<file path="src/rtl/pfs_consts.vh">
// pfs_consts.vh: register offsets, field positions, reset values and timing counts
// assumes a 125 MHz clock and 32-bit classic wishbone register access
`ifndef PFS_CONSTS_VH
`define PFS_CONSTS_VH
// ==========================================================================
// register byte offsets
`define PFS_REG_CTRL 8'h00
`define PFS_REG_UVTH 8'h04
`define PFS_REG_OVTH 8'h08
`define PFS_REG_OTTH 8'h0C
`define PFS_REG_POL 8'h10
`define PFS_REG_STAT 8'h14
`define PFS_REG_TGT 8'h18
`define PFS_REG_RAMP 8'h1C
// ==========================================================================
// fault policy codes, 3 bits per source in the policy register
`define PFS_POL_IMM 3'h0
`define PFS_POL_CONT 3'h1
`define PFS_POL_DLYOFF 3'h2
`define PFS_POL_RETRY_INF 3'h3
`define PFS_POL_RETRY_N 3'h4
`define PFS_POL_LOWON 3'h5
// field positions in the policy register
`define PFS_POL_UV_LSB 0
`define PFS_POL_OV_LSB 4
`define PFS_POL_OC_LSB 8
`define PFS_POL_OT_LSB 12
`define PFS_POL_RCNT_LSB 16
// ==========================================================================
// reset values; thresholds in millivolts, percent and degrees
`define PFS_UV_LOW_MV 16'h0BB8
`define PFS_UV_OPEN_MV 16'h1194
`define PFS_UV_HIGH_MV 16'h2A30
`define PFS_UV_MIN_MV 16'h0B22
`define PFS_UV_MAX_MV 16'h3E80
`define PFS_OV_PCT 8'h0F
`define PFS_OT_DEF_C 8'h7D
`define PFS_OT_HYST_C 8'h0F
`define PFS_TGT_DEF_MV 16'h04B0
`define PFS_RAMP_DEF 16'h0064
`define PFS_POL_DEF 32'h0003_0000
// ==========================================================================
// timing: delay time in microseconds, cycles derived at 125 MHz
`define PFS_CLK_MHZ 125
`define PFS_DLY_US 1000
`define PFS_DLY_CYC (`PFS_DLY_US * `PFS_CLK_MHZ)
`endif

</file>
<file path="src/rtl/pfs_power_fault_supervisor.v">
// pfs_power_fault_supervisor.v: fault supervision and start-up control of a buck regulator
// assumes synchronous comparator flags and measurements are synchronised here from pins,
// and a classic wishbone master on the same clock
//
// The address map and register access over Wishbone are this design's own decisions.
`timescale 1ns/100ps
`include "pfs_consts.vh"

module pfs_power_fault_supervisor #(
  parameter DLY_CYC = `PFS_DLY_CYC,
  parameter RAMP_UNIT = 125
) (
  input wire clk_i,
  input wire rst_i,
  input wire [1:0] strap_level_i,
  input wire strap_res_i,
  input wire [4:0] strap_index_i,
  input wire [15:0] vin_mv_i,
  input wire [15:0] output_sense_input_i,
  input wire oc_flag_i,
  input wire [7:0] temp_c_i,
  input wire en_i,
  input wire [31:0] wb_adr_i,
  input wire [31:0] wb_dat_i,
  input wire [3:0] wb_sel_i,
  input wire wb_we_i,
  input wire wb_cyc_i,
  input wire wb_stb_i,
  output reg [31:0] wb_dat_o,
  output reg wb_ack_o,
  output reg hs_en_o,
  output reg ls_en_o,
  output reg output_good_flag_o,
  output reg [15:0] vref_mv_o
);

  // ==========================================================================
  // state codes, one-hot
  localparam S_OFF = 5'h01;
  localparam S_DLY = 5'h02;
  localparam S_RAMP = 5'h04;
  localparam S_RUN = 5'h08;
  localparam S_FLT = 5'h10;

  // resistor strap table, nineteen entries in millivolts
  function [15:0] res_thresh;
    input [4:0] idx;
    begin
      case (idx)
        5'h00: res_thresh = 16'h0B22;
        5'h01: res_thresh = 16'h0C44;
        5'h02: res_thresh = 16'h0D70;
        5'h03: res_thresh = 16'h0ECE;
        5'h04: res_thresh = 16'h1054;
        5'h05: res_thresh = 16'h11EE;
        5'h06: res_thresh = 16'h13C4;
        5'h07: res_thresh = 16'h15C2;
        5'h08: res_thresh = 16'h17F2;
        5'h09: res_thresh = 16'h1A5E;
        5'h0A: res_thresh = 16'h1CFC;
        5'h0B: res_thresh = 16'h1FF4;
        5'h0C: res_thresh = 16'h231E;
        5'h0D: res_thresh = 16'h26AC;
        5'h0E: res_thresh = 16'h2A94;
        5'h0F: res_thresh = 16'h2EE0;
        5'h10: res_thresh = 16'h3390;
        5'h11: res_thresh = 16'h38CC;
        default: res_thresh = 16'h3E80;
      endcase
    end
  endfunction

  // ==========================================================================
  // two-flop synchronisers for every strap, measurement, flag and enable input; reset and bus inputs are used directly
  reg [1:0] lvl_m_reg, lvl_reg;
  reg res_m_reg, res_reg, oc_m_reg, oc_reg, en_m_reg, en_reg;
  reg [4:0] idx_m_reg, idx_reg;
  reg [15:0] vin_m_reg, vin_reg, vs_m_reg, vs_reg;
  reg [7:0] tc_m_reg, tc_reg;

  // first stage feeds only the second stage
  always @(posedge clk_i) begin
    lvl_m_reg <= strap_level_i;
    lvl_reg <= lvl_m_reg;
    res_m_reg <= strap_res_i;
    res_reg <= res_m_reg;
    idx_m_reg <= strap_index_i;
    idx_reg <= idx_m_reg;
    vin_m_reg <= vin_mv_i;
    vin_reg <= vin_m_reg;
    vs_m_reg <= output_sense_input_i;
    vs_reg <= vs_m_reg;
    oc_m_reg <= oc_flag_i;
    oc_reg <= oc_m_reg;
    tc_m_reg <= temp_c_i;
    tc_reg <= tc_m_reg;
    en_m_reg <= en_i;
    en_reg <= en_m_reg;
  end

  // ==========================================================================
  // registers
  reg [31:0] ctrl_reg, pol_reg;
  reg [15:0] uvth_reg, tgt_reg, ramp_reg;
  reg [7:0] ovpct_reg, otth_reg;
  reg [3:0] stat_reg;
  reg [15:0] strap_th_reg;
  reg strap_done_reg;

  wire bus_req = wb_cyc_i & wb_stb_i & ~wb_ack_o;
  wire bus_wr = bus_req & wb_we_i & (&wb_sel_i);
  wire [7:0] badr = wb_adr_i[7:0];

  // strap captured once after reset release, never under reset itself
  always @(posedge clk_i) begin
    if (rst_i) begin
      strap_done_reg <= 1'b0;
      strap_th_reg <= `PFS_UV_OPEN_MV;
    end else if (!strap_done_reg) begin
      strap_done_reg <= 1'b1;
      if (res_reg)
        strap_th_reg <= res_thresh(idx_reg);
      else if (lvl_reg == 2'b00)
        strap_th_reg <= `PFS_UV_LOW_MV;
      else if (lvl_reg == 2'b11)
        strap_th_reg <= `PFS_UV_HIGH_MV;
      else
        strap_th_reg <= `PFS_UV_OPEN_MV;
    end
  end

  // bus-written threshold, clamped into range, wins once ctrl bit 1 is set
  wire [15:0] uv_clamp = (wb_dat_i[15:0] < `PFS_UV_MIN_MV) ? `PFS_UV_MIN_MV :
    (wb_dat_i[15:0] > `PFS_UV_MAX_MV) ? `PFS_UV_MAX_MV : wb_dat_i[15:0];
  wire [15:0] uv_th = ctrl_reg[1] ? uvth_reg : strap_th_reg;

  // ==========================================================================
  // fault detection
  wire [23:0] ov_prod = tgt_reg * (8'h64 + ovpct_reg);
  wire [23:0] ov_quo = ov_prod / 24'h64;
  // saturate rather than wrap when target and percent overflow 16 bits, while the product still fits 24 bits
  wire [15:0] ov_lim = (ov_quo > 24'h00FFFF) ? 16'hFFFF : ov_quo[15:0];
  wire uv_now = vin_reg < uv_th;
  wire ov_now = vs_reg > ov_lim;
  wire ot_now = tc_reg > otth_reg;
  wire ot_cool = tc_reg < (otth_reg - `PFS_OT_HYST_C);
  wire [3:0] now = {ot_now, oc_reg, ov_now, uv_now};
  wire [3:0] relief = {ot_cool, ~oc_reg, ~ov_now, ~uv_now};

  reg [4:0] st_reg;
  reg [3:0] trip_reg, latch_reg, arm_reg, lowon_reg;
  wire [3:0] kill;

  // ==========================================================================
  // per-source policy engine: delay timer, retry counter, trip decision
  genvar g;
  generate
    for (g = 0; g < 4; g = g + 1) begin : src
      reg [31:0] tmr_reg;
      reg [3:0] cnt_reg;
      wire [2:0] pol = pol_reg[4*g +: 3];
      wire tmo = (tmr_reg == DLY_CYC - 1);
      // immediate or retry policies trip at once; delayed off trips at timeout
      assign kill[g] = now[g] & (pol != `PFS_POL_CONT) &
        ((pol != `PFS_POL_DLYOFF) | tmo);
      always @(posedge clk_i) begin
        if (rst_i) begin
          tmr_reg <= 32'h0;
          cnt_reg <= 4'h0;
          trip_reg[g] <= 1'b0;
          latch_reg[g] <= 1'b0;
          lowon_reg[g] <= 1'b0;
        end else if (!trip_reg[g]) begin
          // delayed-off timer runs while fault persists, in any state including off
          tmr_reg <= (now[g] && !tmo) ? tmr_reg + 32'h1 : 32'h0;
          if (kill[g] && st_reg != S_OFF) begin
            trip_reg[g] <= 1'b1;
            tmr_reg <= 32'h0;
            lowon_reg[g] <= (g == 1) && (pol == `PFS_POL_LOWON);
            // delayed-off stays down until re-enabled
            latch_reg[g] <= (pol == `PFS_POL_DLYOFF) ||
              ((pol == `PFS_POL_RETRY_N) &&
              (cnt_reg == pol_reg[`PFS_POL_RCNT_LSB +: 4]));
            if (pol == `PFS_POL_RETRY_N)
              cnt_reg <= cnt_reg + 4'h1;
          end else if (st_reg == S_RUN && !now[g])
            cnt_reg <= 4'h0;
        end else if (latch_reg[g]) begin
          // exhausted or delayed-off: wait for enable to drop
          if (!en_reg) begin
            trip_reg[g] <= 1'b0;
            latch_reg[g] <= 1'b0;
            lowon_reg[g] <= 1'b0;
            cnt_reg <= 4'h0;
          end
        end else if (pol == `PFS_POL_IMM || pol == `PFS_POL_CONT) begin
          // continuous check, re-enable once clear
          if (relief[g]) begin
            trip_reg[g] <= 1'b0;
            lowon_reg[g] <= 1'b0;
          end
        end else if (tmo) begin
          // retry after preset delay; temperature waits below warning
          // other sources attempt the restart, which spends a retry if still faulty
          tmr_reg <= 32'h0;
          if (relief[g] || g != 3) begin
            trip_reg[g] <= 1'b0;
            lowon_reg[g] <= 1'b0;
          end
        end else
          tmr_reg <= tmr_reg + 32'h1;
      end
    end
  endgenerate

  // ==========================================================================
  // start-up sequencer with pre-bias handling
  reg [31:0] seq_tmr_reg;
  reg [15:0] step_reg;
  reg [15:0] ramp_left_reg;
  wire seq_tmo = (seq_tmr_reg == DLY_CYC - 1);
  wire tick = (seq_tmr_reg[15:0] == RAMP_UNIT - 1);
  wire any_trip = |trip_reg;
  wire [15:0] gap = (vs_reg > tgt_reg) ? vs_reg - tgt_reg : tgt_reg - vs_reg;
  wire [15:0] rdiv = (ramp_reg == 16'h0) ? 16'h1 : ramp_reg;

  // sequencer: off, delay, ramp, run, fault
  always @(posedge clk_i) begin
    if (rst_i) begin
      st_reg <= S_OFF;
      seq_tmr_reg <= 32'h0;
      step_reg <= 16'h0;
      ramp_left_reg <= 16'h0;
      vref_mv_o <= 16'h0;
      hs_en_o <= 1'b0;
      ls_en_o <= 1'b0;
      output_good_flag_o <= 1'b0;
    end else begin
      case (st_reg)
        S_OFF: begin
          hs_en_o <= 1'b0;
          ls_en_o <= 1'b0;
          output_good_flag_o <= 1'b0;
          seq_tmr_reg <= 32'h0;
          if (en_reg && ctrl_reg[0] && !any_trip)
            st_reg <= S_DLY;
        end
        S_DLY: begin
          seq_tmr_reg <= seq_tmr_reg + 32'h1;
          if (!en_reg || any_trip)
            st_reg <= any_trip ? S_FLT : S_OFF;
          else if (seq_tmr_reg[15:0] == 16'h0 && ov_now) // pre-bias check
            st_reg <= S_FLT; // fault state entered whatever the overvoltage policy
          else if (seq_tmr_reg >= DLY_CYC - 1) begin
            // start from the sensed level, both drivers on
            vref_mv_o <= vs_reg;
            hs_en_o <= 1'b1;
            ls_en_o <= 1'b1;
            step_reg <= gap / rdiv + 16'h1;
            ramp_left_reg <= ramp_reg;
            seq_tmr_reg <= 32'h0;
            st_reg <= S_RAMP;
          end
        end
        S_RAMP: begin
          // same ramp time whatever the pre-bias: step scales with gap
          seq_tmr_reg <= tick ? 32'h0 : seq_tmr_reg + 32'h1;
          if (any_trip)
            st_reg <= S_FLT;
          else if (tick) begin
            if (ramp_left_reg == 16'h0) begin
              // an above-target start keeps its level; run ramps it down
              if (vref_mv_o < tgt_reg)
                vref_mv_o <= tgt_reg;
              output_good_flag_o <= 1'b1; // good when ramp period ends
              st_reg <= S_RUN;
            end else begin
              ramp_left_reg <= ramp_left_reg - 16'h1;
              if (vref_mv_o < tgt_reg)
                vref_mv_o <= (tgt_reg - vref_mv_o < step_reg) ? tgt_reg :
                  vref_mv_o + step_reg;
            end
          end
        end
        S_RUN: begin
          // above-target pre-bias ramps down after good is raised
          if (vref_mv_o > tgt_reg)
            vref_mv_o <= vref_mv_o - 16'h1;
          else
            vref_mv_o <= tgt_reg;
          output_good_flag_o <= ~ov_now; // dropped at once
          if (any_trip)
            st_reg <= S_FLT;
          else if (!en_reg || !ctrl_reg[0])
            st_reg <= S_OFF;
        end
        S_FLT: begin
          hs_en_o <= 1'b0;
          ls_en_o <= |lowon_reg; // low side held until restart
          output_good_flag_o <= 1'b0;
          seq_tmr_reg <= 32'h0;
          if (!any_trip)
            st_reg <= S_OFF;
        end
        default: st_reg <= S_OFF;
      endcase
    end
  end

  // ==========================================================================
  // sticky status: set wins over write-one-to-clear
  wire [3:0] stat_set = now & kill | (st_reg == S_DLY && ov_now ? 4'h2 : 4'h0);
  wire stat_clr = bus_wr && badr == `PFS_REG_STAT;
  always @(posedge clk_i) begin
    if (rst_i)
      stat_reg <= 4'h0;
    else
      stat_reg <= (stat_reg & ~(stat_clr ? wb_dat_i[3:0] : 4'h0)) | stat_set;
  end

  // ==========================================================================
  // wishbone slave: one wait, ack one cycle, full-word writes only
  always @(posedge clk_i) begin
    if (rst_i) begin
      wb_ack_o <= 1'b0;
      wb_dat_o <= 32'h0;
      ctrl_reg <= 32'h1;
      uvth_reg <= `PFS_UV_OPEN_MV;
      ovpct_reg <= `PFS_OV_PCT;
      otth_reg <= `PFS_OT_DEF_C;
      pol_reg <= `PFS_POL_DEF; // all sources immediate
      tgt_reg <= `PFS_TGT_DEF_MV;
      ramp_reg <= `PFS_RAMP_DEF;
    end else begin
      wb_ack_o <= bus_req;
      if (bus_wr) begin
        case (badr)
          `PFS_REG_CTRL: ctrl_reg <= {30'h0, wb_dat_i[1:0]};
          `PFS_REG_UVTH: uvth_reg <= uv_clamp;
          `PFS_REG_OVTH: ovpct_reg <= wb_dat_i[7:0];
          `PFS_REG_OTTH: otth_reg <= wb_dat_i[7:0];
          `PFS_REG_POL: pol_reg <= wb_dat_i & 32'h000F_7777;
          `PFS_REG_TGT: tgt_reg <= wb_dat_i[15:0];
          `PFS_REG_RAMP: ramp_reg <= wb_dat_i[15:0];
          default: ;
        endcase
      end
      case (badr)
        `PFS_REG_CTRL: wb_dat_o <= ctrl_reg;
        `PFS_REG_UVTH: wb_dat_o <= {16'h0, uv_th};
        `PFS_REG_OVTH: wb_dat_o <= {24'h0, ovpct_reg};
        `PFS_REG_OTTH: wb_dat_o <= {24'h0, otth_reg};
        `PFS_REG_POL: wb_dat_o <= pol_reg;
        `PFS_REG_STAT: wb_dat_o <= {19'h0, st_reg, trip_reg, stat_reg};
        `PFS_REG_TGT: wb_dat_o <= {16'h0, tgt_reg};
        `PFS_REG_RAMP: wb_dat_o <= {16'h0, ramp_reg};
        default: wb_dat_o <= 32'h0;
      endcase
    end
  end

endmodule

</file>
<file path="config.mk">
export PLATFORM = sky130hd
export DESIGN_NAME = pfs_power_fault_supervisor
export DESIGN_NICKNAME = d
export VERILOG_FILES = /design/src/rtl/pfs_power_fault_supervisor.v
export VERILOG_INCLUDE_DIRS = /design/src /design/src/rtl
export SDC_FILE = /design/constraint.sdc
export NUM_CORES = 2
export LEC_CHECK = 0
export BUFFER_PORTS_ARGS = -buffer_cell sky130_fd_sc_hd__clkbuf_2
export CORE_UTILIZATION = 64
export CTS_CLUSTER_DIAMETER = 200
export DETAILED_ROUTE_END_ITERATION = 8
export PLACE_DENSITY_LB_ADDON = 0.25
export SETUP_SLACK_MARGIN = 0.1
export SLEW_MARGIN = 10
export SYNTH_ARGS = -nofsm -noshare
export SYNTH_HDL_FRONTEND = slang
export SYNTH_SLANG_ARGS = --single-unit
</file>
<file path="constraint.sdc">
create_clock -name clk_i -period 51 [get_ports clk_i]
set_input_delay 7.65 -clock clk_i [delete_from_list [all_inputs] [get_ports clk_i]]
set_output_delay 7.65 -clock clk_i [all_outputs]
set_load 0.01 [all_outputs]
</file>
==> metrics.md <==
| Metric | Value |
|---|---|
| Vias per inst | `6.230` |
| Final WL | `102200 um` |
| Worst Tran Pin Value | `1.147 ns` |
| Vias | `34.82k` |
| Worst Skew | `0.02455 ns` |
| Area growth syn-to-layout | `7.643%` |
| Die area | `60270 sq um` |
| Worst min path class | `reg2reg` |
| Delay-heaviest family, CP | `compound AO/OA/AOI/OAI gates` |
| CP arrival | `43.72 ns` |
| Proportion of layout cells with a drive suffix above 1 | `just under 8%` |
| Drc violations | `0` |
| Number of global-route vias before repair | `32.34k` |
| Post-synth EDFFs | `0` |
| Setup_tns | `0 ns` |
| Top-Level Pins | `175` |
| Crit path max fanout | `30` |
| DP Area | `~40000 sq um` |
| Fin. Hold Viols | `0` |
| Netlist Area Pre-Place | `37950 sq um` |
| First-pass GRT wire length | `165000 um` |
| Pre-Repair DR Iteration Count | `6` |
| H-Tree Level Count | `2` |
| DR iter-0 viols | `3089` |
| Sequential area share after synthesis | `between 20 and 25%` |
| Outcome | `completed` |
| Core area | `58140 sq um` |
| Design area | `approximately 41000 sq um` |
| Post-CTS Setup Bufs | `0` |
| Post-synth ARST share | `0%` |
| CTS Sinks | `471` |
| Final Util | `70.26%` |
| Die Ht | `245.5 um` |
| Headroom to the max-slew limit | `23.49%` |
| Post-layout min period | `43.19 ns` |
| Seq cells post-synth | `471` |
| Max-cap violations | `0` |
| Post-Synthesis Cells | `4771` |
| Max Slew Vio Count | `0` |
| Synth cell types | `138` |
| GRT Overall Usage | `33.25%` |
| Req. time, crit path | `51.53 ns` |
| Met1 GRT Util | `44.38%` |
| Num rows | `a little under 90` |
| Met2 Resource Use GR | `a little over half` |
| CTS buffer count | `50` |
| Worst skew pair latency | `0.62 ns` |
| CTS clk-pin slew, worst paths | `0.07 ns` |
| Largest net degree at the start of global routing | `79` |
| Grt met3 use | `6.122%` |
| Synthesized area per cell | `7.954 sq um` |
| Initial core utilization | `65.27%` |
| RSZ-0062 raised after global routing | `false` |
| CTS resizes | `0` |
| Top FF cell, synth | `dfxtp_1` |
| Slowest stage cell, crit path | `dfxtp_1` |
| CP Buf/Inv Count | `14` |
| Average wire per cell in the routed design | `18.29 um` |
| Gr busiest metal | `met2` |
| Total grt overflow | `0` |
| CTS root buffer | `clkbuf_16` |
| Yosys warns | `0` |
| Final Cycle Share | `approximately 85%` |
| Crit. End Element | `register` |
| Hold buffers post-CTS | `0` |
| Crit start category | `register` |
| Routability cong. | `0.9676` |
| Antenna cells | `0` |
| CTS tree | `yes` |
| Most Frequent Cell on Critical Path | `o21a_1` |
| Die Width | `245.5 um` |
| CP peak stage delay | `0.91 ns` |
| Max Fclk | `about 0.023 GHz` |
| Antenna Nets Post-Route | `0` |
| Longest Clk Path Bufs | `3` |
| Final setup fails | `0` |
| Net count, final | `5339` |
| Worst hold slack | `about 0.32 ns` |
| Hpwl dp | `~75000 um` |
| Largest register FFs | `128` |
| Critical path class | `reg2reg` |
| PortBufs | `126` |
| Initial antenna violation count | `2` |
[per-stage QoR]
| stage | cells | worst slack, ns |
|---|---|---|
| after CTS | 5589 | 8.121 |
| after detailed placement | 5496 | 8.329 |
| after global routing | 5589 | 4.657 |
| final | 5589 | 7.808 |
| after floorplan | 4782 | 10.88 |
| after global placement | 5496 | 9.155 |
[path summary, 6_finish.rpt]
path / start / endpoint / slack (ns) / depth (start not counted)
min reg2reg: vin_m_reg[11] / vin_reg[11] / 0.32 / 0
max reg2reg: tgt_reg[1] / step_reg[14] / 7.81 / 208
max: tgt_reg[1] / step_reg[14] / 7.81 / 208
min: vin_m_reg[11] / vin_reg[11] / 0.32 / 0
[cells in the mapped netlist, drive strengths merged (11+ instances only)]
master | number | area (sq um)
o22ai | 20 | 125.1
a21o | 77 | 578.1
a21oi | 302 | 1556
or4 | 11 | 86.33
a221oi | 14 | 140.1
or3 | 30 | 197.7
a31oi | 34 | 212.7
fa | 102 | 2042
nor4 | 37 | 252.7
nor4b | 15 | 131.4
clkbuf | 175 | 661.9
nand4 | 66 | 412.9
xnor2 | 158 | 1410
o31ai | 101 | 763.2
o21bai | 26 | 198.9
buf | 47 | 324.1
mux2 | 22 | 255.3
o21ai | 204 | 1059
a22oi | 44 | 349.1
nand2b | 62 | 387.9
dfxtp | 471 | 9429
o211ai | 37 | 277.8
xor2 | 155 | 1373
and3 | 69 | 436.7
nand3 | 130 | 650.6
nor2 | 490 | 1854
nand2 | 478 | 1802
mux2i | 59 | 590.6
a211oi | 68 | 520.5
nor3 | 178 | 922.1
ha | 331 | 4141
o21a | 109 | 818.3
inv | 294 | 1104
nor3b | 11 | 87.58
and2 | 85 | 534.3
a211o | 13 | 115.1
or2 | 17 | 106.4
nor2b | 57 | 364.1
[layout make-up]
type,instances,area [sq um]
timing repair buffer,172,978.4
multi-input combinational,3792,26510
clock buffer,64,1405
sequential,471,9429
clock inverter,29,452.9
tap,765,957.2
inverter,296,1111
fill,4584,17290
[cell usage in the layout (no fill, tap or decap), drive strengths merged, types with 37 or more instances in the layout]
cell / netlist / layout
nor2: 490 / 490
nand2: 478 / 478
dfxtp: 471 / 471
ha: 331 / 331
a21oi: 302 / 302
inv: 294 / 301
o21ai: 204 / 204
clkbuf: 175 / 189
nor3: 178 / 178
xnor2: 158 / 158
xor2: 155 / 155
nand3: 130 / 130
o21a: 109 / 109
fa: 102 / 102
o31ai: 101 / 101
and2: 85 / 85
a21o: 77 / 77
and3: 69 / 69
a211oi: 68 / 68
nand4: 66 / 66
nand2b: 62 / 62
mux2i: 59 / 59
nor2b: 57 / 57
buf: 47 / 47
a22oi: 44 / 44
o211ai: 37 / 37
nor4: 37 / 37
[cells by family after synthesis]
family          count (synthesis)  share of synthesized area, %
simple gates                 1772                         22.50
fa+ha+maj                     436                         16.37
buf+inv                       519                         5.553
other cells                     1                      0.009882
compound gates               1178                         21.16
xor+xnor                      313                         7.333
mux                            81                         2.229
flops                         471                         24.85
[routing by layer]
layer  wire [um]  part of all wire [%]
met4        4034                   3.9
met5          14                 0.014
met1       43260                    42
met2       45770                    45
met3        9171                   9.0
Power is left out: the tool's default activity adds up to more than one toggle a clock period on the data nets, which glitch-free logic cannot reach.
